[config.mk]
export PLATFORM = sky130hd
export DESIGN_NAME = ifs_indirect_regs
export DESIGN_NICKNAME = d
export VERILOG_FILES = /design/src/rtl/ifs_sync.v /design/src/rtl/ifs_size_bank.v /design/src/rtl/ifs_indirect_regs.v
export VERILOG_INCLUDE_DIRS = /design/src /design/src/rtl
export SDC_FILE = /design/constraint.sdc
export NUM_CORES = 1
export LEC_CHECK = 0
export BUFFER_PORTS_ARGS = -buffer_cell sky130_fd_sc_hd__buf_2
export CAP_MARGIN = 20
export CORE_MARGIN = 5
export CORE_UTILIZATION = 35
export DETAILED_ROUTE_END_ITERATION = 12
export PLACE_DENSITY_LB_ADDON = 0.15
export REMOVE_ABC_BUFFERS = 1
export SLEW_MARGIN = 5
export SYNTH_ARGS = -nofsm -noshare
export SYNTH_HDL_FRONTEND = slang
export SYNTH_HIERARCHICAL = 1
export SYNTH_SLANG_ARGS = --single-unit
[constraint.sdc]
create_clock -name mclk -period 3.2 [get_ports mclk]
set_clock_uncertainty 0.05 [all_clocks]
set_input_delay 0.64 -clock mclk [delete_from_list [all_inputs] [get_ports mclk]]
set_output_delay 0.64 -clock mclk [all_outputs]
set_load 0.05 [all_outputs]
[src/rtl/ifs_map.vh]
// constants for the indirect fifo size register bank
// assumes it is included by bare name from the rtl/ design files
// Function
// - each window access advances pointer one quadlet
// - pointer is 16-bit read/write at 0x0f8
// - window moves full quadlet at pointer location
// - 0x100-0x1fc decode sizes, rest reserved
// - size registers reachable only through pointer/window
// - capacity is (last-first+1) times 64 quadlets
// - fifos share memory, block index in bits 11:6
// - first index bits 13:8, last 5:0
// - bits 31:14 and 7:6 read zero
// - rx response size at 0x100, blocks 0-3
// - rx request size at 0x104, blocks 4-7
// - tx response size at 0x110, blocks 8-11
// - tx request size at 0x114, blocks 12-15
// - iso receive size at 0x120, blocks 16-31
// - iso transmit size at 0x130, blocks 32-47
// - select line low steers to shadow register
`ifndef IFS_MAP_VH
`define IFS_MAP_VH

// --------------------------------------------------------------
// direct host register offsets
// --------------------------------------------------------------
`define IFS_HOST_AW          8
`define IFS_DIR_POINTER      8'hf8
`define IFS_DIR_WINDOW       8'hfc

// --------------------------------------------------------------
// indirect space
// --------------------------------------------------------------
`define IFS_PTR_W            16
`define IFS_QUADLET_STEP     16'h0004
`define IFS_SIZE_LO          16'h0100
`define IFS_SIZE_HI          16'h01fc
`define IFS_OFS_RX_RSP       16'h0100
`define IFS_OFS_RX_REQ       16'h0104
`define IFS_OFS_TX_RSP       16'h0110
`define IFS_OFS_TX_REQ       16'h0114
`define IFS_OFS_ISO_RX       16'h0120
`define IFS_OFS_ISO_TX       16'h0130

// --------------------------------------------------------------
// size register layout and reset values
// --------------------------------------------------------------
`define IFS_NUM_FIFOS        6
`define IFS_IDX_W            6
`define IFS_FIRST_MSB        13
`define IFS_FIRST_LSB        8
`define IFS_LAST_MSB         5
`define IFS_LAST_LSB         0
`define IFS_BLOCK_LOW_ZERO   6'h00
`define IFS_BLOCK_LOW_ONES   6'h3f
`define IFS_MEM_AW           12
`define IFS_SIZE_W           13
`define IFS_RST_RX_RSP       32'h00000003
`define IFS_RST_RX_REQ       32'h00000407
`define IFS_RST_TX_RSP       32'h0000080b
`define IFS_RST_TX_REQ       32'h00000c0f
`define IFS_RST_ISO_RX       32'h0000101f
`define IFS_RST_ISO_TX       32'h0000202f

// --------------------------------------------------------------
// shadow register
// --------------------------------------------------------------
`define IFS_SHADOW_RESET     32'h0f0a0500

`endif

[src/rtl/ifs_sync.v]
// two-flop synchroniser for a bundle of host pins
// assumes the bundle is held stable by the host while it matters
`timescale 1ns/1ps
module ifs_sync #(
    parameter W = 8
) (
    // clock and reset
    input  wire         mclk,
    input  wire         rst_n,
    // pins in, synchronised out
    input  wire [W-1:0] pin_in,
    input  wire [W-1:0] rst_val,
    output reg  [W-1:0] pin_sync
);

    reg [W-1:0] meta_r;

    // first stage feeds only the second stage
    always @(posedge mclk) begin
        if (!rst_n) begin
            meta_r   <= rst_val;
            pin_sync <= rst_val;
        end else begin
            meta_r   <= pin_in;
            pin_sync <= meta_r;
        end
    end

endmodule

[src/rtl/ifs_size_bank.v]
// six fifo size registers of the indirect space, with decoded layout
// assumes the caller gates writes to window accesses only
`timescale 1ns/1ps
`include "ifs_map.vh"
module ifs_size_bank #(
    parameter NUM = `IFS_NUM_FIFOS
) (
    // clock and reset
    input  wire                         mclk,
    input  wire                         rst_n,
    // indirect access
    input  wire [`IFS_PTR_W-1:0]        ptr,
    input  wire                         wr_en,
    input  wire [31:0]                  wdata,
    output reg  [31:0]                  rdata,
    // fifo layout
    output wire [NUM*`IFS_MEM_AW-1:0]   start_addr,
    output wire [NUM*`IFS_MEM_AW-1:0]   end_addr,
    output wire [NUM*`IFS_SIZE_W-1:0]   size_quadlets
);

    wire [NUM*`IFS_IDX_W-1:0] first_all;
    wire [NUM*`IFS_IDX_W-1:0] last_all;
    wire [NUM-1:0]           hit;
    integer                  k;

    function [`IFS_PTR_W-1:0] ofs_of;
        input integer i;
        begin
            case (i)
                0: ofs_of = `IFS_OFS_RX_RSP;
                1: ofs_of = `IFS_OFS_RX_REQ;
                2: ofs_of = `IFS_OFS_TX_RSP;
                3: ofs_of = `IFS_OFS_TX_REQ;
                4: ofs_of = `IFS_OFS_ISO_RX;
                default: ofs_of = `IFS_OFS_ISO_TX;
            endcase
        end
    endfunction

    function [31:0] rst_of;
        input integer i;
        begin
            case (i)
                0: rst_of = `IFS_RST_RX_RSP;
                1: rst_of = `IFS_RST_RX_REQ;
                2: rst_of = `IFS_RST_TX_RSP;
                3: rst_of = `IFS_RST_TX_REQ;
                4: rst_of = `IFS_RST_ISO_RX;
                default: rst_of = `IFS_RST_ISO_TX;
            endcase
        end
    endfunction

    // --------------------------------------------------------------
    // per fifo storage and layout
    // --------------------------------------------------------------
    genvar g;
    generate
        for (g = 0; g < NUM; g = g + 1) begin : g_fifo
            localparam [31:0] RST = rst_of(g);
            reg  [`IFS_IDX_W-1:0] fst_r;
            reg  [`IFS_IDX_W-1:0] lst_r;
            wire [`IFS_IDX_W:0]   nblk;

            assign hit[g] = (ptr == ofs_of(g));
            assign first_all[g*`IFS_IDX_W +: `IFS_IDX_W] = fst_r;
            assign last_all[g*`IFS_IDX_W +: `IFS_IDX_W]  = lst_r;

            // one process owns each fifo's fields; unused bits are never stored
            always @(posedge mclk) begin
                if (!rst_n) begin
                    fst_r <= RST[`IFS_FIRST_MSB:`IFS_FIRST_LSB];
                    lst_r <= RST[`IFS_LAST_MSB:`IFS_LAST_LSB];
                end else if (wr_en && hit[g]) begin
                    fst_r <= wdata[`IFS_FIRST_MSB:`IFS_FIRST_LSB];
                    lst_r <= wdata[`IFS_LAST_MSB:`IFS_LAST_LSB];
                end
            end

            // no check that last is above first; software owns that
            assign nblk = {1'b0, lst_r} - {1'b0, fst_r} + 7'h01;
            assign size_quadlets[g*`IFS_SIZE_W +: `IFS_SIZE_W] =
                {nblk, `IFS_BLOCK_LOW_ZERO};
            assign start_addr[g*`IFS_MEM_AW +: `IFS_MEM_AW] = {fst_r, `IFS_BLOCK_LOW_ZERO};
            assign end_addr[g*`IFS_MEM_AW +: `IFS_MEM_AW]   = {lst_r, `IFS_BLOCK_LOW_ONES};
        end
    endgenerate

    // --------------------------------------------------------------
    // read mux, unused bits and misses read zero
    // --------------------------------------------------------------
    always @* begin
        rdata = 32'h00000000;
        for (k = 0; k < NUM; k = k + 1) begin
            if (hit[k]) begin
                rdata = {18'h00000, first_all[k*`IFS_IDX_W +: `IFS_IDX_W], 2'b00,
                         last_all[k*`IFS_IDX_W +: `IFS_IDX_W]};
            end
        end
    end

endmodule

[src/rtl/ifs_indirect_regs.v]
// host side indirect pointer/window, shadow register, fifo size bank
// assumes host pins are asynchronous and held stable during a strobe
`timescale 1ns/1ps
`include "ifs_map.vh"
module ifs_indirect_regs #(
    parameter NUM = `IFS_NUM_FIFOS
) (
    // clock and reset
    input  wire                          mclk,
    input  wire                          rst_n,
    // host strobes, active low pins
    input  wire                          host_cs_n,
    input  wire                          host_rd_n,
    input  wire                          host_wr_n,
    // host address and data pins
    input  wire                          register_select_line,
    input  wire [`IFS_HOST_AW-1:0]       host_addr,
    input  wire [3:0]                    host_be,
    input  wire [31:0]                   host_wdata,
    output reg  [31:0]                   host_rdata,
    output reg                           host_data_oe,
    output reg                           host_ack,
    // state visible to the rest of the link
    output wire [`IFS_PTR_W-1:0]         indirect_pointer,
    output wire [NUM*`IFS_MEM_AW-1:0]    fifo_start_addr,
    output wire [NUM*`IFS_MEM_AW-1:0]    fifo_end_addr,
    output wire [NUM*`IFS_SIZE_W-1:0]    fifo_size_quadlets
);

    localparam SW = 3 + 1 + 4 + `IFS_HOST_AW + 32;

    // --------------------------------------------------------------
    // pin synchronisation
    // --------------------------------------------------------------
    wire [SW-1:0]              pins_sync;
    wire                       s_cs_n;
    wire                       s_rd_n;
    wire                       s_wr_n;
    wire                       s_sel;
    wire [3:0]                 s_be;
    wire [`IFS_HOST_AW-1:0]    s_addr;
    wire [31:0]                s_wdata;

    ifs_sync #(
        .W (SW)
    ) u_sync (
        .mclk     (mclk),
        .rst_n    (rst_n),
        .pin_in   ({host_cs_n, host_rd_n, host_wr_n, register_select_line,
                    host_be, host_addr, host_wdata}),
        .rst_val  ({SW{1'b1}}),
        .pin_sync (pins_sync)
    );

    // data pins are sampled only after two stages, alongside strobes
    assign {s_cs_n, s_rd_n, s_wr_n, s_sel, s_be, s_addr, s_wdata} = pins_sync;

    // --------------------------------------------------------------
    // strobe edge detection
    // --------------------------------------------------------------
    reg  rd_prev_r;
    reg  wr_prev_r;
    wire rd_act;
    wire wr_act;
    wire rd_start;
    wire wr_start;

    assign rd_act   = !s_cs_n && !s_rd_n;
    assign wr_act   = !s_cs_n && !s_wr_n;
    // one access per strobe, however long the host holds it
    assign rd_start = rd_act && !rd_prev_r;
    assign wr_start = wr_act && !wr_prev_r && !rd_act;

    always @(posedge mclk) begin
        if (!rst_n) begin
            rd_prev_r <= 1'b0;
            wr_prev_r <= 1'b0;
        end else begin
            rd_prev_r <= rd_act;
            wr_prev_r <= wr_act;
        end
    end

    // --------------------------------------------------------------
    // address decode of the direct register offsets
    // --------------------------------------------------------------
    reg  hit_shadow;
    reg  hit_pointer;
    reg  hit_window;

    always @* begin
        hit_shadow  = 1'b0;
        hit_pointer = 1'b0;
        hit_window  = 1'b0;
        if (!s_sel) begin
            hit_shadow = 1'b1;
        end else if (s_addr == `IFS_DIR_POINTER) begin
            hit_pointer = 1'b1;
        end else if (s_addr == `IFS_DIR_WINDOW) begin
            hit_window = 1'b1;
        end
    end

    // size registers have no direct offset at all

    // --------------------------------------------------------------
    // shadow register and byte merge
    // --------------------------------------------------------------
    reg  [31:0] shadow_r;
    reg  [31:0] shadow_nxt;
    wire [31:0] merged;

    // narrow hosts assemble a quadlet: untouched lanes come from shadow
    genvar b;
    generate
        for (b = 0; b < 4; b = b + 1) begin : g_lane
            assign merged[b*8 +: 8] = s_be[b] ? s_wdata[b*8 +: 8] : shadow_r[b*8 +: 8];
        end
    endgenerate

    always @* begin
        shadow_nxt = shadow_r;
        if (wr_start && hit_shadow) begin
            shadow_nxt = merged;
        end
    end

    always @(posedge mclk) begin
        if (!rst_n) begin
            shadow_r <= `IFS_SHADOW_RESET;
        end else begin
            shadow_r <= shadow_nxt;
        end
    end

    // --------------------------------------------------------------
    // indirect pointer
    // --------------------------------------------------------------
    reg  [`IFS_PTR_W-1:0] ptr_r;
    reg  [`IFS_PTR_W-1:0] ptr_nxt;
    wire                  win_access;

    assign win_access = (rd_start || wr_start) && hit_window;

    // pointer wraps at 16 bits; a wrap lands in reserved space
    always @* begin
        ptr_nxt = ptr_r;
        if (wr_start && hit_pointer) begin
            ptr_nxt = merged[`IFS_PTR_W-1:0];
        end else if (win_access) begin
            ptr_nxt = ptr_r + `IFS_QUADLET_STEP;
        end
    end

    always @(posedge mclk) begin
        if (!rst_n) begin
            ptr_r <= {`IFS_PTR_W{1'b0}};
        end else begin
            ptr_r <= ptr_nxt;
        end
    end

    assign indirect_pointer = ptr_r;

    // --------------------------------------------------------------
    // indirect space decode and size bank
    // --------------------------------------------------------------
    wire        in_size_range;
    wire [31:0] bank_rdata;

    // only the size window is live; everything else is reserved
    assign in_size_range = (ptr_r >= `IFS_SIZE_LO) && (ptr_r <= `IFS_SIZE_HI);

    ifs_size_bank #(
        .NUM (NUM)
    ) u_bank (
        .mclk          (mclk),
        .rst_n         (rst_n),
        .ptr           (ptr_r),
        .wr_en         (wr_start && hit_window && in_size_range),
        .wdata         (merged),
        .rdata         (bank_rdata),
        .start_addr    (fifo_start_addr),
        .end_addr      (fifo_end_addr),
        .size_quadlets (fifo_size_quadlets)
    );

    // --------------------------------------------------------------
    // read data selection
    // --------------------------------------------------------------
    reg [31:0] rd_sel;

    always @* begin
        rd_sel = 32'h00000000;
        if (hit_shadow) begin
            rd_sel = shadow_r;
        end else if (hit_pointer) begin
            rd_sel = {16'h0000, ptr_r};
        end else if (hit_window && in_size_range) begin
            rd_sel = bank_rdata;
        end
    end

    // --------------------------------------------------------------
    // host answer: data, drive enable and acknowledge
    // --------------------------------------------------------------
    // data is held until the next read so a slow host can sample it
    always @(posedge mclk) begin
        if (!rst_n) begin
            host_rdata   <= 32'h00000000;
            host_data_oe <= 1'b0;
            host_ack     <= 1'b0;
        end else begin
            host_ack <= rd_start || wr_start;
            if (rd_start) begin
                host_rdata   <= rd_sel;
                host_data_oe <= 1'b1;
            end else if (!rd_act) begin
                host_data_oe <= 1'b0;
            end
        end
    end

endmodule

Word-level counts from Yosys, hierarchy flattened
Index checks and enable logic that the tools add are counted.
Cells by class
  magnitude comparators: 2
  mux-type cells: 21
  equal/unequal tests: 9
  $add $sub $neg: 13
  reduce and logical (&&, ||, !) cells: 28
Operator list (count)
  $eq 16x9->1 const B: 6
  $mux 32: 3
  $mux 14: 6
  $add 7x1->7 const B: 6
  $sub 6x6->7: 6
  $mux 16: 2
  $logic_and 1x1->1: 18
  $add 16x3->16 const B: 1
  $eq 8x8->1 const B: 2
  $ge 16x9->1 const B: 1
  $le 16x9->1 const B: 1
  $mux 8: 2
  $mux 1: 8
  $logic_not 1->1: 6
  $reduce_and 2->1: 2
  $ne 2x1->1 const B: 1
  $reduce_bool 2->1: 1
  $logic_or 1x1->1: 1
Storage, ports and cells
  logic and storage cells: 96
  output and inout bits: 272
  input bits: 50
  bits in registers: 252

Depth between registers and ports, before layout
  depth in word-level cells: 10
  gate-level depth with buffers: 11
  gate-level depth less buffers: 10

Modules after synthesis
The synthesis kept the hierarchy.
Modules (own cells, without submodules)
  ifs_size_bank: cells each 697, instances 1, seq. area each 1441.4 µm², area an instance 6213.5 µm²
  ifs_indirect_regs: cells each 546, instances 1, seq. area each 1681.6 µm², area an instance 4217.8 µm²
  ifs_sync: cells each 203, instances 1, seq. area each 1921.8 µm², area an instance 3284.4 µm²

Worst setup path after synthesis
Ideal clock, no wire load.
  kind: reg-to-output
  start point: register u_bank.g_fifo[3].lst_r[1]
  end point: output port fifo_size_quadlets[50]
  buffers on the path: 0
  required time: 2.510 ns
  stages on the path, launching flop included: 11
  path slack: -0.139 ns
  data arrival time: 2.649 ns
  cells stage by stage: dfxtp_1 -> inv_1 -> ha_1 -> inv_1 -> ha_1 -> inv_1 -> fa_1 -> nor2b_1 -> o21ai_0 -> nand2_1 -> xor2_1
On the way
  cells in the longest elaborated chain, start to end: 2
RTL lines
  from (decl): line ifs_size_bank.v:63  | reg [`IFS_IDX_W-1:0] lst_r;
  from (signal assigned): line ifs_size_bank.v:74  | lst_r <= RST[`IFS_LAST_MSB:`IFS_LAST_LSB];
  from (signal assigned): line ifs_size_bank.v:77  | lst_r <= wdata[`IFS_LAST_MSB:`IFS_LAST_LSB];
  $sub 6x6->7: line ifs_size_bank.v:82  | assign nblk = {1'b0, lst_r} - {1'b0, fst_r} + 7'h01;
  $add 7x1->7: line ifs_size_bank.v:82
  to (decl): line ifs_indirect_regs.v:27  | output wire [NUM*`IFS_SIZE_W-1:0] fifo_size_quadlets
Every way passes these cells.

Final worst setup path
  start point: register u_bank.g_fifo[2].lst_r[1]
  end point: output port fifo_size_quadlets[37]
On the way
  cells in the longest elaborated chain, start to end: 2
RTL lines (line)
  from (decl): ifs_size_bank.v:63
  from (signal assigned): ifs_size_bank.v:74
  from (signal assigned): ifs_size_bank.v:77
  $sub 6x6->7: ifs_size_bank.v:82
  $add 7x1->7: ifs_size_bank.v:82
Every way passes these cells.

==> impl_metrics.env <==
export IMPL_status="complete, no violations"
export IMPL_synth_warnings=6
export IMPL_ant_nets=0
export IMPL_synth_edff_count=0
export IMPL_synth_top_area_cell="dfxtp_1"
export IMPL_end_kind="output port"
export IMPL_drtIter0Drc=576
export IMPL_cts_root_buf="clkbuf_16"
export IMPL_worstPathArrival_ps=2480
export IMPL_drc=0
export IMPL_die_h_um=208.0
export IMPL_wirelength_mm=39.13
export IMPL_drive_above_1_share=0.3092
export IMPL_vias=10540
export IMPL_switching_share=0.2672
export IMPL_power_density_nw_per_um2=481.9
export IMPL_path_clk_slew_ps=60
export IMPL_portBuffers=213
export IMPL_finalSetupViolations=0
export IMPL_synth_seq_cells=252
export IMPL_dieWidth_um=208.0
export IMPL_wl_per_cell_um=16.98
export IMPL_critPathMaxStageDelay_ps=400
export IMPL_avgSynthCellArea_um2=9.485
export IMPL_gr_total_overflow=0
export IMPL_hpwlAfterDp_mm=28.41
export IMPL_cts_sinks=252
export IMPL_synthCells=1446
export IMPL_grt_max_degree=93
export IMPL_slew_viol_final=0
export IMPL_nets=1886
export IMPL_hold_ws_ps=258.5
export IMPL_p_leak_nw=7.431
export IMPL_ys_async_sr_fraction=0
export IMPL_pwr_share_comb=0.120
export IMPL_fmax_ghz=0.3155
export IMPL_cp_max_fo=2
export IMPL_synth_top_area_frac=0.3678
export IMPL_seqPwrFrac=0.416
export IMPL_cts_buffer_depth=3
export IMPL_worstPathCellList="inv_2 > ha_4 > inv_2 > ha_4 > fa_2 > a21o_1 > a21oi_2 > xnor2_1 > buf_4"
export IMPL_cp_required_ps=2510
export IMPL_io_pins=322
export IMPL_hp_class="primary input to flop"
export IMPL_areaGrowthSynthToFinish_pct=23.04
export IMPL_rsz0062_at_grt="true"
export IMPL_maxCapViolations=0
export IMPL_worst_pin_slew_ps=798.5
export IMPL_relSlewSlack=0.4676
export IMPL_setup_tns_ps=0
export IMPL_cpMaxStageDelayCell="fa_2"
export IMPL_synth_cell_types=61
export IMPL_grt_use_total=0.1700
export IMPL_hold_violations=0
export IMPL_routed_via_density=4.571
export IMPL_num_rows=72
export IMPL_grt_pass1_wl_mm=59.55
export IMPL_peakVddDrop_v=0.0004665
export IMPL_clockPowerShare=0.464
export IMPL_critPathKind="flop to output port"
export IMPL_dr_pass1_iters=5
export IMPL_cts_buffers=30
export IMPL_yosysMostFrequentCell="dfxtp_1"
export IMPL_antenna_found_initial=2
export IMPL_grt_pass1_vias=10120
export IMPL_placed_cells=2230
export IMPL_htreeDepth=1
export IMPL_initial_core_util=0.3541
export IMPL_fill_cells=3859
export IMPL_instances_no_fill=2305
export IMPL_postCtsHoldBufs=0
export IMPL_netSwitchingPower_mw=2.173
export IMPL_synth_common_cells="dfxtp_1, nand2_1, buf_4"
export IMPL_period_needed_ps=3169
export IMPL_place_congestion=0.8317
export IMPL_fin_area_um2=16880
export IMPL_cts_tree="built"
export IMPL_crit_path_start_kind="flop"
export IMPL_syn_area_um2=13720
export IMPL_die_area_um2=43250
export IMPL_p_total_mw=8.133
export IMPL_intPower_mw=5.960
export IMPL_insertion_delay_ps=560
export IMPL_placed_area_um2=15150
export IMPL_synth_area_leaders="dfxtp_1, mux2i_1, buf_4"
export IMPL_layout_worst_path_cycle_share=0.9904
export IMPL_core_um2=38740
export IMPL_seq_area_frac_synth=0.3678
export IMPL_synthFlopType="dfxtp_1"
[layer usage]
metal	global-route usage	up-vias	share of wire
met5	0	-	0
met4	0.04802	0	0.026
met3	0.04067	49	0.062
met2	0.2841	269	0.47
met1	0.2202	4962	0.44
li1	-	5257	-
[power groups by stage]
stage / sequential (mW) / clock [mW] / combinational, mW
final: 3.38 / 3.78 / 0.975
after global routing: 3.40 / 4.01 / 1.05
after CTS: 3.38 / 3.86 / 0.977
after detailed placement: 3.45 / 0 / 0.974
after global placement: 3.45 / 0 / 0.968
after floorplan: 3.53 / 0 / 0.620
[sequential cells by signal, summed over array words and instances (netlist names)]
signal and cells:
u_sync/meta_r 48, u_sync/pin_sync 48, u_bank/g_fifo.fst_r 36, u_bank/g_fifo.lst_r 36
host_rdata 32, shadow_r 32, indirect_pointer 16, host_ack 1
host_data_oe 1, rd_prev_r 1, wr_prev_r 1
[path summary, 6_finish.rpt]
| path | from | endpoint | slack [ps] | cells after the start |
|---|---|---|---|---|
| max | u_bank/g_fifo[2].lst_r[1]$_SDFFE_PN1P_ | fifo_size_quadlets[37] | 30 | 9 |
| min | host_addr[6] | u_sync/meta_r[38]$_DFF_P_ | 260 | 2 |
| max reg2reg | u_sync/pin_sync[34]$_DFF_P_ | u_bank/g_fifo[2].lst_r[2]$_SDFFE_PN0P_ | 440 | 7 |
| min reg2reg | u_sync/meta_r[36]$_DFF_P_ | u_sync/pin_sync[36]$_DFF_P_ | 400 | 1 |
[layout by cell type, fill, tap and decap left out, types with 40 or more instances in the layout]
cell,instances
buf_4,61
conb_1,224
a21oi_1,53
mux2i_1,100
nor2b_1,48
o21ai_0,79
dfxtp_1,219
ha_1,40
mux2_4,40
nor2_1,52
mux2_2,80
nand2_1,150
buf_2,200
inv_1,72
[worst max-delay path, delay by kind of cell (launching register included)]
kind | cells | cell delay, ps
buffers and inverters | 3 | 310
flip-flops | 1 | 330
XOR/XNOR | 1 | 140
AO/OA/AOI/OAI | 2 | 330
adder cells (fa/ha/maj) | 3 | 820
[per-stage QoR]
| step | worst slack [ps] | utilization |
|---|---|---|
| after global routing | -58.39 | 0.4357 |
| after detailed placement | 352.0 | 0.3911 |
| final | 30.82 | 0.4357 |
| after CTS | -15.88 | 0.4251 |
| after global placement | 353.0 | 0.3911 |
| after floorplan | -841.6 | - |
[timing repair]
item / in CTS / in global routing
setup endpoints to repair: 14 / 14
setup buffers: 7 / 11
pin swaps: 18 / 47
resized for setup: 51 / 64
cloned: 0 / 0
[cell families after synthesis]
group	Yosys count	synth area share
AO/OA/AOI/OAI	235	0.1067
XOR/XNOR	33	0.02107
adder cells (fa/ha/maj)	74	0.07079
buffers and inverters	288	0.1264
flip-flops	252	0.3678
multiplexers	220	0.1824
other	3	0.0008210
AND/OR/NAND/NOR	341	0.1239
[final cells by class]
class	count	area [µm²]	share of cell area
Multi-Input combinational cell	1127	8170	0.4841
Sequential cell	252	5091	0.3017
Timing Repair Buffer	265	1524	0.09030
Clock buffer	43	920.9	0.05457
Tap cell	518	648.1	0.03840
Inverter	86	322.8	0.01913
Clock inverter	12	193.9	0.01149
Antenna cell	2	5.005	0.0002966
Note: power is estimated with default switching activity, not from simulation.
